## src/logic/ioc_consts.svh

```systemverilog
`ifndef IOC_CONSTS_SVH
`define IOC_CONSTS_SVH

// ==========================================
// Register offsets (byte addresses)
`define OFF_PA_RISE 8'h00
`define OFF_PA_FALL 8'h04
`define OFF_PA_FLAG 8'h08
`define OFF_PB_RISE 8'h0c
`define OFF_PB_FALL 8'h10
`define OFF_PB_FLAG 8'h14
`define OFF_IRQ_CTRL 8'h18
`define OFF_IRQ_STAT 8'h1c
`define OFF_IRQ_MASK 8'h20

// ==========================================
// Field positions
`define PA_MSB 5
`define PB_MSB 7
`define PB_LSB 4
`define IRQEN_BIT 3
`define SUMMARY_BIT 0
`define EV_PA 0
`define EV_PB 1
`define EV_WAKE 2
`define EV_W 3

// ==========================================
// Reset values and timing
`define RST_BYTE 8'h00
`define RST_EV 3'h0
`define SYNC_PRIME 3'h5

`endif

```

## src/logic/ioc_pkg.sv

```systemverilog
package ioc_pkg;
	typedef struct packed {
		logic psel;
		logic penable;
		logic pwrite;
		logic [7:0] paddr;
		logic [31:0] pwdata;
	} apb_req_t;

	typedef struct packed {
		logic [31:0] prdata;
		logic pready;
		logic pslverr;
	} apb_rsp_t;
endpackage

```

## src/logic/pin_edge_sync.sv

```systemverilog
module pin_edge_sync #(
	parameter int W = 4
) (
	input wire logic pclk,
	input wire logic presetn,
	input wire logic [W-1:0] pin,
	output logic [W-1:0] rise,
	output logic [W-1:0] fall
);
	import ioc_pkg::*;
	`include "ioc_consts.svh"

	typedef struct packed {
		logic [W-1:0] s1;
		logic [W-1:0] s2;
		logic [W-1:0] s3;
		logic [W-1:0] stable;
		logic [W-1:0] prev;
		logic [2:0] prime;
	} sync_t;

	sync_t st_r;
	sync_t st_nxt;
	logic primed;

	// ==========================================
	// Synchroniser: a level counts once stages two and three agree
	always_comb begin
		st_nxt = st_r;
		st_nxt.s1 = pin;
		st_nxt.s2 = st_r.s1;
		st_nxt.s3 = st_r.s2;
		st_nxt.stable = (~(st_r.s2 ^ st_r.s3) & st_r.s3) | ((st_r.s2 ^ st_r.s3) & st_r.stable);
		st_nxt.prev = st_r.stable;
		if (st_r.prime != `SYNC_PRIME) begin
			st_nxt.prime = st_r.prime + 3'h1;
		end
	end

	always_ff @(posedge pclk or negedge presetn) begin
		if (!presetn) begin
			st_r <= '0;
		end else begin
			st_r <= st_nxt;
		end
	end

	// Pins already high at reset release must not look like edges
	assign primed = (st_r.prime == `SYNC_PRIME);
	assign rise = primed ? (st_r.stable & ~st_r.prev) : '0;
	assign fall = primed ? (~st_r.stable & st_r.prev) : '0;
endmodule

```

## src/logic/change_flag_bank.sv

```systemverilog
module change_flag_bank #(
	parameter int W = 4
) (
	input wire logic pclk,
	input wire logic presetn,
	input wire logic [W-1:0] set,
	input wire logic wr_en,
	input wire logic [W-1:0] wr_data,
	output logic [W-1:0] flags
);
	import ioc_pkg::*;

	typedef struct packed {
		logic [W-1:0] flags;
	} bank_t;

	bank_t st_r;
	bank_t st_nxt;

	// ==========================================
	// Hardware set is OR-ed after the write so a racing edge is kept
	always_comb begin
		st_nxt = st_r;
		if (wr_en) begin
			st_nxt.flags = wr_data;
		end
		st_nxt.flags = st_nxt.flags | set;
	end

	always_ff @(posedge pclk or negedge presetn) begin
		if (!presetn) begin
			st_r <= '0;
		end else begin
			st_r <= st_nxt;
		end
	end

	assign flags = st_r.flags;
endmodule

```

## src/logic/port_change_irq.sv

```systemverilog
module port_change_irq (
	input wire logic pclk,
	input wire logic presetn,
	input wire ioc_pkg::apb_req_t apb_req,
	output ioc_pkg::apb_rsp_t apb_rsp,
	input wire logic [5:0] porta_pin,
	input wire logic [7:4] portb_pin,
	input wire logic sleep,
	output logic change_irq,
	output logic change_irq_summary,
	output logic wake,
	output logic irq
);
	import ioc_pkg::*;
	`include "ioc_consts.svh"

	localparam int PA_W = `PA_MSB + 1;
	localparam int PB_W = `PB_MSB - `PB_LSB + 1;

	typedef struct packed {
		logic [PA_W-1:0] pa_rise;
		logic [PA_W-1:0] pa_fall;
		logic [PB_W-1:0] pb_rise;
		logic [PB_W-1:0] pb_fall;
		logic irq_en;
		logic [`EV_W-1:0] status;
		logic [`EV_W-1:0] mask;
		logic wake_d;
		logic [31:0] prdata;
		logic slverr;
	} regs_t;

	regs_t st_r;
	regs_t st_nxt;

	logic [PA_W-1:0] pa_rise_ev;
	logic [PA_W-1:0] pa_fall_ev;
	logic [PB_W-1:0] pb_rise_ev;
	logic [PB_W-1:0] pb_fall_ev;
	logic [PA_W-1:0] pa_set;
	logic [PB_W-1:0] pb_set;
	logic [PA_W-1:0] pa_flags;
	logic [PB_W-1:0] pb_flags;
	logic wr_acc;
	logic setup_rd;
	logic pa_flag_wr;
	logic pb_flag_wr;
	logic [`EV_W-1:0] ev;
	logic summary;
	logic wake_now;

	// ==========================================
	// Pin synchronisers and edge detectors
	pin_edge_sync #(.W(PA_W)) u_pa_sync (
		.pclk(pclk),
		.presetn(presetn),
		.pin(porta_pin),
		.rise(pa_rise_ev),
		.fall(pa_fall_ev)
	);

	pin_edge_sync #(.W(PB_W)) u_pb_sync (
		.pclk(pclk),
		.presetn(presetn),
		.pin(portb_pin),
		.rise(pb_rise_ev),
		.fall(pb_fall_ev)
	);

	// ==========================================
	// Per-pin flag set terms
	genvar gi;
	generate
		for (gi = 0; gi < PA_W; gi++) begin : g_pa
			assign pa_set[gi] = (st_r.pa_rise[gi] & pa_rise_ev[gi]) | (st_r.pa_fall[gi] & pa_fall_ev[gi]);
		end
		for (gi = 0; gi < PB_W; gi++) begin : g_pb
			assign pb_set[gi] = (st_r.pb_rise[gi] & pb_rise_ev[gi])
				| (st_r.pb_fall[gi] & pb_fall_ev[gi]);
		end
	endgenerate

	// ==========================================
	// APB decode: writes land at the access edge
	assign wr_acc = apb_req.psel & apb_req.penable & apb_req.pwrite;
	assign setup_rd = apb_req.psel & ~apb_req.penable;
	assign pa_flag_wr = wr_acc & (apb_req.paddr == `OFF_PA_FLAG);
	assign pb_flag_wr = wr_acc & (apb_req.paddr == `OFF_PB_FLAG);

	// ==========================================
	// Change flag storage, set wins over a software write
	change_flag_bank #(.W(PA_W)) u_pa_flags (
		.pclk(pclk),
		.presetn(presetn),
		.set(pa_set),
		.wr_en(pa_flag_wr),
		.wr_data(apb_req.pwdata[`PA_MSB:0]),
		.flags(pa_flags)
	);

	change_flag_bank #(.W(PB_W)) u_pb_flags (
		.pclk(pclk),
		.presetn(presetn),
		.set(pb_set),
		.wr_en(pb_flag_wr),
		.wr_data(apb_req.pwdata[`PB_MSB:`PB_LSB]),
		.flags(pb_flags)
	);

	// ==========================================
	// Summary, wake and event sources
	assign summary = (|pa_flags) | (|pb_flags);
	// Flags are registers, so they are settled before wake reaches the core
	assign wake_now = sleep & st_r.irq_en & summary;
	assign ev[`EV_PA] = |pa_set;
	assign ev[`EV_PB] = |pb_set;
	assign ev[`EV_WAKE] = wake_now & ~st_r.wake_d;

	// ==========================================
	// Register file and read path
	always_comb begin
		st_nxt = st_r;
		st_nxt.wake_d = wake_now;
		if (wr_acc) begin
			unique case (apb_req.paddr)
				`OFF_PA_RISE: st_nxt.pa_rise = apb_req.pwdata[`PA_MSB:0];
				`OFF_PA_FALL: st_nxt.pa_fall = apb_req.pwdata[`PA_MSB:0];
				`OFF_PB_RISE: st_nxt.pb_rise = apb_req.pwdata[`PB_MSB:`PB_LSB];
				`OFF_PB_FALL: st_nxt.pb_fall = apb_req.pwdata[`PB_MSB:`PB_LSB];
				`OFF_IRQ_CTRL: st_nxt.irq_en = apb_req.pwdata[`IRQEN_BIT];
				`OFF_IRQ_STAT: st_nxt.status = st_r.status & ~apb_req.pwdata[`EV_W-1:0];
				`OFF_IRQ_MASK: st_nxt.mask = apb_req.pwdata[`EV_W-1:0];
				default: st_nxt.status = st_r.status;
			endcase
		end
		// A new event beats a write-one clear in the same cycle
		st_nxt.status = st_nxt.status | ev;
		if (setup_rd) begin
			st_nxt.prdata = '0;
			st_nxt.slverr = 1'b0;
			unique case (apb_req.paddr)
				`OFF_PA_RISE: st_nxt.prdata[`PA_MSB:0] = st_r.pa_rise;
				`OFF_PA_FALL: st_nxt.prdata[`PA_MSB:0] = st_r.pa_fall;
				`OFF_PA_FLAG: st_nxt.prdata[`PA_MSB:0] = pa_flags;
				`OFF_PB_RISE: st_nxt.prdata[`PB_MSB:`PB_LSB] = st_r.pb_rise;
				`OFF_PB_FALL: st_nxt.prdata[`PB_MSB:`PB_LSB] = st_r.pb_fall;
				`OFF_PB_FLAG: st_nxt.prdata[`PB_MSB:`PB_LSB] = pb_flags;
				`OFF_IRQ_CTRL: begin
					st_nxt.prdata[`IRQEN_BIT] = st_r.irq_en;
					st_nxt.prdata[`SUMMARY_BIT] = summary;
				end
				`OFF_IRQ_STAT: st_nxt.prdata[`EV_W-1:0] = st_r.status;
				`OFF_IRQ_MASK: st_nxt.prdata[`EV_W-1:0] = st_r.mask;
				default: st_nxt.slverr = 1'b1;
			endcase
		end
	end

	always_ff @(posedge pclk or negedge presetn) begin
		if (!presetn) begin
			st_r <= '0;
		end else begin
			st_r <= st_nxt;
		end
	end

	// ==========================================
	// Outputs: zero wait states, answer prepared during setup
	assign apb_rsp.prdata = st_r.prdata;
	assign apb_rsp.pready = 1'b1;
	assign apb_rsp.pslverr = st_r.slverr & apb_req.psel & apb_req.penable;
	assign change_irq_summary = summary;
	assign change_irq = summary & st_r.irq_en;
	assign wake = wake_now;
	assign irq = |(st_r.status & st_r.mask);

	// ==========================================
	// Per-pin checks, port B
	for (gi = 0; gi < PB_W; gi++) begin : g_pb_chk

	end

	// ==========================================
	// Per-pin checks, port A
	for (gi = 0; gi < PA_W; gi++) begin : g_pa_chk

	end
endmodule

```

## config.mk

```make
export PLATFORM = sky130hd
export DESIGN_NAME = port_change_irq
export DESIGN_NICKNAME = d
export VERILOG_FILES = /design/src/logic/ioc_pkg.sv /design/src/logic/pin_edge_sync.sv /design/src/logic/change_flag_bank.sv /design/src/logic/port_change_irq.sv
export VERILOG_INCLUDE_DIRS = /design/src /design/src/logic
export SDC_FILE = /design/constraint.sdc
export NUM_CORES = 1
export LEC_CHECK = 0
export ABC_AREA = 1
export BUFFER_PORTS_ARGS = -buffer_cell sky130_fd_sc_hd__buf_2
export CAP_MARGIN = 0
export CORE_UTILIZATION = 59
export CTS_CLUSTER_DIAMETER = 120
export DETAILED_ROUTE_END_ITERATION = 7
export GPL_TIMING_DRIVEN = 1
export MAX_ROUTING_LAYER = met4
export PLACE_DENSITY_LB_ADDON = 0.15
export SETUP_SLACK_MARGIN = 0.2
export SYNTH_ARGS = -nofsm -noshare
export SYNTH_HDL_FRONTEND = slang
export SYNTH_SLANG_ARGS = --single-unit
```

## constraint.sdc

```tcl
create_clock -name pclk -period 2.4 [get_ports pclk]
set_input_delay 0.48 -clock pclk [delete_from_list [all_inputs] [get_ports pclk]]
set_output_delay 0.48 -clock pclk [all_outputs]
set_load 0.02 [all_outputs]
```

==> results.json, run 1 <==
{
  "outcome": "finished clean",
  "fin_area_um2": 4990,
  "period_needed_ns": 2.06,
  "areaGrowthSynthToFinish_pct": 7.99,
  "num_vias": 3240,
  "hold_viol_final": 0,
  "fin_skew_ns": 0.0106,
  "worst_slew_pin_slew_ns": 0.501,
  "die_x_um": 90.5,
  "switching_share_pct": 27.3,
  "slew_violations": 0,
  "ys_async_sr_fraction_pct": 100,
  "cts_buffer_depth": 2,
  "yosysSeqAreaShare_pct": 55.8,
  "synth_edf_count": 0,
  "io_pins": 94,
  "leakage_uw": 0.00239,
  "first_global_vias": 3230,
  "placed_area_um2": 4800,
  "synth_area_leaders": "dfrtp_1 (56%), nand2_1 (10%), buf_4 (5.4%), nor2_1 (3.3%), inv_1 (2.8%)",
  "path_cells": "nor2_1, nand3_1, nor2_1, nor2_1, buf_2",
  "synth_area_um2": 4620,
  "path_class": "flip-flop to primary output",
  "seq_area_um2": 2580,
  "synth_top_area_share_pct": 55.8,
  "htree_levels": 3,
  "rows": 31,
  "firstDrtPassIters": 4,
  "power_uw": 3140,
  "cts_tree": "done",
  "dieArea_um2": 8180,
  "synth_common_cells": "nand2_1 (123), dfrtp_1 (103), nor2_1 (41), inv_1 (34), buf_4 (33)",
  "grt_overflow": 0,
  "cts_hold_buf": 0,
  "path_max_fanout": 5,
  "post-route-drc-count": 0,
  "grt_usage_pct": 24.9,
  "die_y_um": 90.5,
  "coreArea_um2": 7410,
  "multi_input_area_um2": 1700,
  "drive_above_1_share_pct": 20.8,
  "synth_top_flop_cell": "dfrtp_1",
  "critical-path-max-stage-delay_ns": 0.42,
  "crit_buf_inv": 1,
  "cts_root_buf": "clkbuf_8",
  "maxCapViolCount": 0,
  "fillers": 589,
  "cpMaxStageDelayCell": "dfrtp_1",
  "end_kind": "primary output",
  "clock_sinks": 103,
  "gp_congestion": 0.858,
  "cts_buffers": 9,
  "cp_top_family": "simple AND/OR/NAND/NOR gates",
  "cp.arrival_ns": 1.58,
  "clkSlewWorstSetupHoldPaths_ns": 0.10,
  "setup_ws_ns": 0.339,
  "cts_resized": 0,
  "antenna_left": 0,
  "power.density_nw_per_um2": 630,
  "setup-tns-final_ns": 0,
  "ys_ff_latch": 103,
  "rsz0062_at_grt": "false",
  "seqPwrFrac_pct": 59.2,
  "start_util_pct": 62.3,
  "yosys_warnings": 0,
  "yosysUniqueCellTypes": 29,
  "post_cts_buffers": 0,
  "drt-total-wl_um": 8750,
  "drt_iter0_markers": 220,
  "clkLatencyLatePin_ns": 0.36,
  "port-buffer-count": 44,
  "nets": 585,
  "dp_hpwl_um": 6440,
  "wl_per_cell_um": 13.9,
  "fmax_mhz": 485,
  "setup_viol": 0,
  "combPwrFrac_pct": 8.9,
  "grt_max_degree": 40,
  "vdd_drop_max_mv": 0.417,
  "slew_headroom_pct": 66.6,
  "synth_area_leader_cell": "dfrtp_1",
  "grt_pass1_wl_um": 15400,
  "synth.avg_cell_area_um2": 9.62,
  "p_int_uw": 2280,
  "power_switching_uw": 856,
  "viasPerCell": 5.15,
  "yosysMostFrequentCell": "nand2_1",
  "post-place-ws_ns": 0.683,
  "post-route-period-util_pct": 85.9,
  "pwr-share-clk_pct": 31.9,
  "hp-class": "primary input to asynchronous set/reset pin",
  "postSynthCellCount": 480,
  "cp_common_cell": "nor2_1",
  "antenna_found_initial": 0,
  "n_antenna_cell": 0,
  "cp.required_ns": 1.92,
  "start_kind": "flip-flop"
}
==> sequential cells by signal (all words and copies together), names as in the netlist, named ones only <==
signal	flops
u_pa_sync.st_nxt	12
u_pb_sync.st_nxt	8
st_r	29
u_pa_flags.flags	6
apb_rsp	8
u_pb_flags.flags	4
u_pa_sync.st_r	15
u_pb_sync.st_r	11
==> area by class of cell <==
cell class              count  share of cell area [%]
multi-input cells         326                    34.1
well taps                  99                    2.48
flip-flops and latches    103                    51.7
clock inverters             7                    1.18
clock buffers               9                    2.48
repair buffers             47                    5.17
inverters                  38                    2.86
==> stage by stage <==
step / hold WS, ns / utilization, % / cells
floorplan: 0.184 / - / 503
global placement: 0.332 / 64.8 / 613
detailed placement: 0.336 / 64.8 / 613
CTS: 0.0907 / 67.3 / 629
global route: 0.109 / 67.3 / 629
finish: 0.0784 / 67.3 / 629
==> worst paths after layout <==
kind | startpoint | end | slack, ns | cells past startpoint
max | u_pa_flags.flags[3] | wake | 0.34 | 5
min | presetn | u_pb_sync.st_r[2] | 0.08 | 1
min reg2reg | u_pb_sync.st_nxt[16] | u_pb_sync.st_nxt[12] | 0.35 | 0
max in group asynchronous | presetn | st_r[0] | 1.72 | 2
min in group pclk | porta_pin[3] | u_pa_sync.st_nxt[24] | 0.22 | 1
max reg2reg | u_pa_sync.st_r[0] | st_r[37] | 0.86 | 7
==> placed cells by master, fill, tap and decap left out, types with 4 or more instances in the layout <==
cell	n
nand2_2	10
nor2_4	10
o21ai_1	7
nand3_1	20
inv_1	34
o211ai_1	6
conb_1	25
o211ai_2	5
o21ai_0	21
maj3_1	10
clkbuf_8	9
ha_1	4
buf_2	43
o21ai_2	12
a21oi_1	16
nand3_2	4
dfrtp_1	103
nor2_1	41
nand2_1	123
clkinv_4	4
==> worst register-to-register path, delay by kind of cell, from the launching register on <==
| family | cells | cell delay (ns) |
|---|---|---|
| adder cells (fa/ha/maj) | 1 | 0.20 |
| AND/OR/NAND/NOR | 5 | 0.69 |
| flip-flops | 1 | 0.41 |
| buffers and inverters | 1 | 0.12 |
==> layer usage <==
| layer | global-route usage (%) | share of wire, % |
|---|---|---|
| met4 | 7.26 | 1.3 |
| met2 | 39.6 | 48 |
| met1 | 33.0 | 45 |
| met5 | - | 0 |
| met3 | 4.29 | 5.4 |
==> logic make-up (layout without fill, tap and decap cells) <==
group / Yosys count / after routing / share of synthesized area [%]
fa+ha+maj: 14 / 14 / 3.25
xor+xnor: 4 / 4 / 0.759
compound gates: 69 / 69 / 9.70
simple gates: 214 / 214 / 21.1
other cells: 2 / 25 / 0.163
flops: 103 / 103 / 55.8
buf+inv: 74 / 101 / 9.19
==> power by group through the flow <==
stage,Clock [uW],Combinational [uW],Sequential [uW]
finish,1000,280,1860
detailed placement,0,282,1890
global placement,0,272,1890
CTS,1010,283,1860
floorplan,0,211,1880
global route,1080,317,1870
Note: power is estimated with default switching activity, not from simulation.
==> run 2, diff against run 1 <==
Settings changed: ABC_AREA 1 to default, CORE_ASPECT_RATIO from default to 0.8, GPL_TIMING_DRIVEN 1 to default.
==> run 2 against run 1 <==
  * Total power grew 5.3%
  * Area after synthesis shrank 2.7%
  * Maximum frequency shrank 2.7%
  * Synthesized cell count is 27% lower
  * Design area is 0.13% higher
  * Final cell count shrank 19%
  * Largest cell class unchanged
  * Largest power group unchanged
==> results.json, run 2 <==
{
  "setup-tns-final_ns": 0,
  "clkLatencyLatePin_ns": 0.37,
  "power_switching_uw": 858,
  "synth_area_leader_cell": "dfrtp_1",
  "dp_hpwl_um": 6000,
  "synth_area_um2": 4490,
  "grt_pass1_wl_um": 13900,
  "switching_share_pct": 25.9,
  "end_kind": "primary output",
  "drt-total-wl_um": 8590,
  "p_int_uw": 2450,
  "slew_headroom_pct": 65.5,
  "grt_usage_pct": 23.9,
  "synth_common_cells": "dfrtp_1 (103), buf_4 (37), nand3_1 (30)",
  "hold_viol_final": 0,
  "top_register": "st_r",
  "path_max_fanout": 3,
  "num_vias": 2873,
  "wl_per_cell_um": 16.8,
  "hp-class": "primary input to asynchronous set/reset pin",
  "ys_async_sr_fraction_pct": 100,
  "fin_skew_ns": 0.00705,
  "synth.avg_cell_area_um2": 12.8,
  "yosysSeqAreaShare_pct": 57.4,
  "first_global_vias": 2685,
  "cts_buffer_depth": 2,
  "synth_top_flop_cell": "dfrtp_1",
  "largest_reg_flops": 29,
  "cts_root_buf": "clkbuf_8",
  "path_class": "flip-flop to primary output",
  "ys_ff_latch": 103,
  "post-route-drc-count": 0,
  "die_y_um": 80.1,
  "outcome": "finished clean",
  "start_kind": "flip-flop",
  "maxCapViolCount": 0,
  "fmax_mhz": 472,
  "setup_viol": 0,
  "rsz0062_at_grt": "false",
  "coreArea_um2": 7390,
  "grt_overflow": 0,
  "synth_area_leaders": "dfrtp_1 (57%), mux2_4 (6.7%), buf_4 (6.2%), nand3_1 (3.3%), nand3b_1 (3.3%)",
  "combPwrFrac_pct": 7.9,
  "clock_sinks": 103,
  "yosysUniqueCellTypes": 47,
  "post-route-period-util_pct": 88.3,
  "drive_above_1_share_pct": 27.2,
  "htree_levels": 3,
  "postSynthCellCount": 352,
  "fin_cells": 510,
  "leakage_uw": 0.00242,
  "vdd_drop_max_mv": 0.346,
  "place_inst": 491,
  "cts_tree": "done",
  "slew_violations": 0,
  "viasPerCell": 5.63,
  "gp_congestion": 0.849,
  "antenna_left": 0,
  "yosysMostFrequentCell": "dfrtp_1",
  "period_needed_ns": 2.12,
  "n_antenna_cell": 0,
  "antenna_found_initial": 0,
  "cts_buffers": 9,
  "pwr-share-clk_pct": 34.4,
  "grt_max_degree": 39,
  "start_util_pct": 60.8,
  "cp.required_ns": 1.92,
  "drt_iter0_markers": 168,
  "yosys_warnings": 0,
  "worst_slew_pin_slew_ns": 0.516,
  "mostFrequentLayoutCells": "dfrtp_1 (103), buf_2 (43), nand3_1 (29)",
  "synth_edf_count": 0,
  "areaGrowthSynthToFinish_pct": 11.1,
  "seqPwrFrac_pct": 57.7,
  "mostFrequentLayoutCell": "dfrtp_1",
  "synth_top_area_share_pct": 57.4,
  "clkSlewWorstSetupHoldPaths_ns": 0.10,
  "rows": 28,
  "die_x_um": 99.6,
  "power.density_nw_per_um2": 662,
  "port-buffer-count": 44,
  "io_pins": 94,
  "dieArea_um2": 7970,
  "cp.arrival_ns": 1.64,
  "firstDrtPassIters": 4,
  "nets": 460
}
run 2: cell types whose count changed in the layout (fill, tap and decap cells not counted), moves of 9 or more:
cell	before	now
nand3_1	20	29
nor2_1	41	14
mux2_4	0	20
nand2_1	123	20
a21o_1	0	11
nor2_4	10	0
a21oi_1	16	4
nand2_2	10	0
inv_1	34	4
nand3b_1	1	20
o21ai_0	21	0
o21ai_2	12	0
run 2: layer usage:
metal | track usage, % | up-vias | part of all wire, %
met3 | 6.53 | 11 | 7.3
met1 | 33.1 | 1428 | 47
met5 | - | - | 0
li1 | - | 1300 | -
met4 | 7.65 | 0 | 0.94
met2 | 34.5 | 134 | 45
run 2: final timing paths:
kind | start | to | slack [ns] | depth (start not counted)
min in group pclk | porta_pin[3] | u_pa_sync.st_nxt[24] | 0.21 | 1
max in group asynchronous | presetn | u_pa_sync.st_r[20] | 1.75 | 2
worst min register to register | u_pb_sync.st_nxt[15] | u_pb_sync.st_nxt[11] | 0.35 | 0
worst max-delay path | u_pa_flags.flags[2] | wake | 0.28 | 4
worst max register to register | u_pa_flags.flags[2] | apb_rsp[2] | 0.63 | 5
worst min-delay path | presetn | u_pb_sync.st_r[5] | 0.07 | 1
run 2: cells by family after synthesis:
kind of cell / share of synthesized area [%]
AOI/OAI and AO/OA: 7.57
xor gates and xnor gates: 0.390
adders and majority gates: 3.34
buffers and inverters: 7.16
DFF: 57.4
muxes: 7.94
other: 0.167
and+or+nand+nor: 16.1
run 2: final cells by class:
type,count,area (um2)
Sequential cell,103,2580
Fill cell,550,2400
Multi-Input combinational cell,226,1720
Timing Repair Buffer,56,338
Tap cell,105,131
Clock buffer,9,124
Clock inverter,7,86.3
Inverter,4,15.0
run 2: metrics by stage:
stage	hold slack [ns]	setup WS (ns)	power, uW	area [um2]	util (%)
after global placement	0.332	0.347	2190	4720	63.8
after detailed placement	0.335	0.308	2200	4720	63.8
after global routing	0.0982	0.207	3430	4990	67.5
after CTS	0.0760	0.218	3340	4950	67.0
final	0.0697	0.281	3310	4990	67.5
after floorplan	0.184	0.668	2110	4580	-
run 2: power groups by stage:
stage               clock, uW  sequential [uW]  combinational [uW]
finish                   1140             1910                 262
global route             1220             1920                 287
CTS                      1170             1910                 261
detailed placement          0             1940                 260
global placement            0             1930                 254
floorplan                   0             1920                 191
run 2: what timing repair did:
| item | in CTS | in global routing |
|---|---|---|
| resized for setup | 3 | 3 |
| setup endpoints to repair | 2 | 3 |
| pin swaps | 1 | 4 |
| buffers inserted | 1 | 2 |
| hold endpoints to repair | 0 | 0 |
| hold buffers | 0 | 0 |
run 2: worst max-delay path: stages, from the launching register on:
cell,delay (ns)
dfrtp_1,0.44
nor4_4,0.30
nand3_2,0.17
and3_4,0.21
buf_2,0.15
==> run 3, diff against run 2 <==
Settings changed: SYNTH_HIERARCHICAL from default to 1.
==> run 3 against run 2 <==
  * Die area is 4.0% higher
  * Maximum frequency is 0.99% lower
  * Sequential share of layout area is 1.4 points lower
  * Wire length is 6.4% lower
  * Sequential power is 3% higher
  * Final cell count stayed put
  * Global-route usage is 1.7 points lower
  * Area after synthesis is 4.1% higher
  * Clock skew is 0.0018 ns higher
  * Register-to-register slack worse by 0.34 ns
  * Total power is 5.3% higher
  * Critical path type unchanged
==> results.json, run 3 <==
{
  "outcome": "finished clean",
  "synth_area_leader_cell": "dfrtp_1",
  "yosysSeqAreaShare_pct": 55.1,
  "viasPerCell": 5.53,
  "mostFrequentLayoutCells": "dfrtp_1 (103), buf_2 (43), conb_1 (25)",
  "drt_iter0_markers": 141,
  "setup_viol": 0,
  "synth_area_um2": 4680,
  "n_antenna_cell": 0,
  "firstDrtPassIters": 4,
  "port-buffer-count": 44,
  "grt_usage_pct": 22.2,
  "cts_buffer_depth": 2,
  "mostFrequentLayoutCell": "dfrtp_1",
  "yosysMostFrequentCell": "dfrtp_1",
  "yosysUniqueCellTypes": 62,
  "cts_buffers": 9,
  "ys_ff_latch": 103,
  "wl_met2_um": 3620,
  "setup-tns-final_ns": 0,
  "slew_headroom_pct": 59.9,
  "clock_sinks": 103,
  "vdd_drop_max_mv": 0.399,
  "rows": 28,
  "cts_root_buf": "clkbuf_8",
  "htree_levels": 3,
  "gp_congestion": 0.815,
  "num_vias": 2820,
  "worst_slew_pin_slew_ns": 0.597,
  "synth_area_leaders": "dfrtp_1 (55%), buf_4 (5.3%), nor3b_2 (4.8%), mux2_2 (4.3%), maj3_1 (2.1%)",
  "start_kind": "flip-flop",
  "hold_viol_final": 0,
  "start_util_pct": 62.1,
  "leakage_uw": 0.00246,
  "io_pins": 94,
  "clkLatencyLatePin_ns": 0.36,
  "clkSlewWorstSetupHoldPaths_ns": 0.09,
  "fmax_mhz": 467,
  "maxCapViolCount": 0,
  "cp.arrival_ns": 1.66,
  "hp-class": "primary input to asynchronous set/reset pin",
  "path_cells": "nor4_4, nand3_2, and3_4, buf_2",
  "largest_reg_flops": 29,
  "drive_above_1_share_pct": 33.3,
  "ys_async_sr_fraction_pct": 100,
  "fin_skew_ns": 0.00882,
  "synth_common_cells": "dfrtp_1 (103), buf_4 (33), mux2_2 (18), nor3b_2 (18), nand2_1 (14)",
  "die_y_um": 81.6,
  "finalHoldWorstSlack_ns": 0.0204,
  "power.density_nw_per_um2": 678,
  "crit_buf_inv": 1,
  "die_x_um": 102,
  "antenna_left": 0,
  "grt_overflow": 0,
  "wl_met1_um": 3920,
  "synth_top_flop_cell": "dfrtp_1",
  "synth_top_area_share_pct": 55.1,
  "wl_met3_um": 408,
  "grt_max_degree": 37,
  "cts_hold_buf": 0,
  "cp.required_ns": 1.92,
  "cpMaxStageDelayCell": "dfrtp_1",
  "grt_pass1_wl_um": 13300,
  "path_class": "flip-flop to primary output",
  "nets": 461,
  "critical-path-max-stage-delay_ns": 0.44,
  "first_global_vias": 2604,
  "cp_top_family": "simple AND/OR/NAND/NOR gates",
  "post-route-drc-count": 0,
  "dieArea_um2": 8290,
  "areaGrowthSynthToFinish_pct": 9.82,
  "synth.avg_cell_area_um2": 13.2,
  "yosys_warnings": 6,
  "top_register": "st_r",
  "post-route-period-util_pct": 89.2,
  "wl_per_cell_um": 15.8,
  "postSynthCellCount": 354,
  "dp_hpwl_um": 6030,
  "rsz0062_at_grt": "false",
  "drt-total-wl_um": 8040,
  "slew_violations": 0,
  "period_needed_ns": 2.14,
  "end_kind": "primary output",
  "path_max_fanout": 3,
  "top_layer_used": "met4",
  "cts_tree": "done",
  "antenna_found_initial": 0,
  "coreArea_um2": 7530,
  "synth_edf_count": 0
}
run 3: changes by cell type in the layout (fill, tap and decap cells not counted), moves of 7 or more:
cell / change
nand3b_1: -19
a21o_1: -10
a211o_1: +8
nand3_1: -24
nor2b_1: +7
nor3b_2: +18
a22o_1: +8
mux2_4: -14
mux2_2: +17
run 3: layout make-up:
type / count / area (um2)
inverters: 5 / 18.8
fillers: 555 / 2400
clock inverters: 4 / 53.8
flip-flops and latches: 103 / 2580
multi-input cells: 228 / 1900
repair buffers: 54 / 310
well taps: 105 / 131
clock buffers: 11 / 141
run 3: metrics by stage:
| step | area, um2 | setup WS [ns] | utilization [%] | std cells | power (uW) |
|---|---|---|---|---|---|
| 6_report | 5130 | 0.260 | 68.2 | 510 | 3480 |
| 5_1_grt | 5130 | 0.194 | 68.2 | 510 | 3640 |
| 4_1_cts | 5100 | 0.221 | 67.8 | 509 | 3470 |
| 3_5_place_dp | 4880 | 0.289 | 64.9 | 493 | 2380 |
| 3_3_place_gp | 4880 | 0.329 | 64.9 | 493 | 2360 |
| 2_1_floorplan | 4760 | 0.563 | - | 377 | 2250 |
run 3: path summary, 6_finish.rpt:
path	from	to	cells after the start	slack (ns)
setup / recovery	u_pb_flags/flags[3]	wake	4	0.26
hold / removal	presetn	u_pa_sync/st_nxt[22]	1	0.02
setup reg to reg	u_pa_sync/st_r[0]	st_r[37]	7	0.29
hold reg to reg	u_pb_sync/st_nxt[15]	u_pb_sync/st_nxt[11]	0	0.36
max in group asynchronous	presetn	u_pa_sync/st_nxt[15]	2	1.77
min in group pclk	porta_pin[1]	u_pa_sync/st_nxt[22]	1	0.22
run 3: kinds of logic (layout without fill, tap and decap cells):
family	Yosys count	after routing	synth area share, %
flops	103	103	55.1
simple gates	102	102	16.7
compound gates	52	52	8.75
buf+inv	46	74	6.90
mux	33	33	8.78
fa+ha+maj	14	14	3.21
other cells	2	25	0.161
xor+xnor	2	2	0.375
run 3: where the power goes:
part	internal [uW]	total, uW	switching, uW
clock	509	1070	562
sequential	1850	1960	104
combinational	219	453	234
run 3: per-layer routing:
metal	GRT usage, %	vias up
met5	-	-
met4	6.81	0
met3	4.94	10
met2	31.8	91
met1	31.7	1399
li1	-	1320
run 3: timing repair:
item,in CTS,in global routing
endpoints found under the hold margin,0,0
gates resized for setup,3,3
endpoints found under the setup margin,2,2
pin swaps,2,1
buffers inserted,1,1
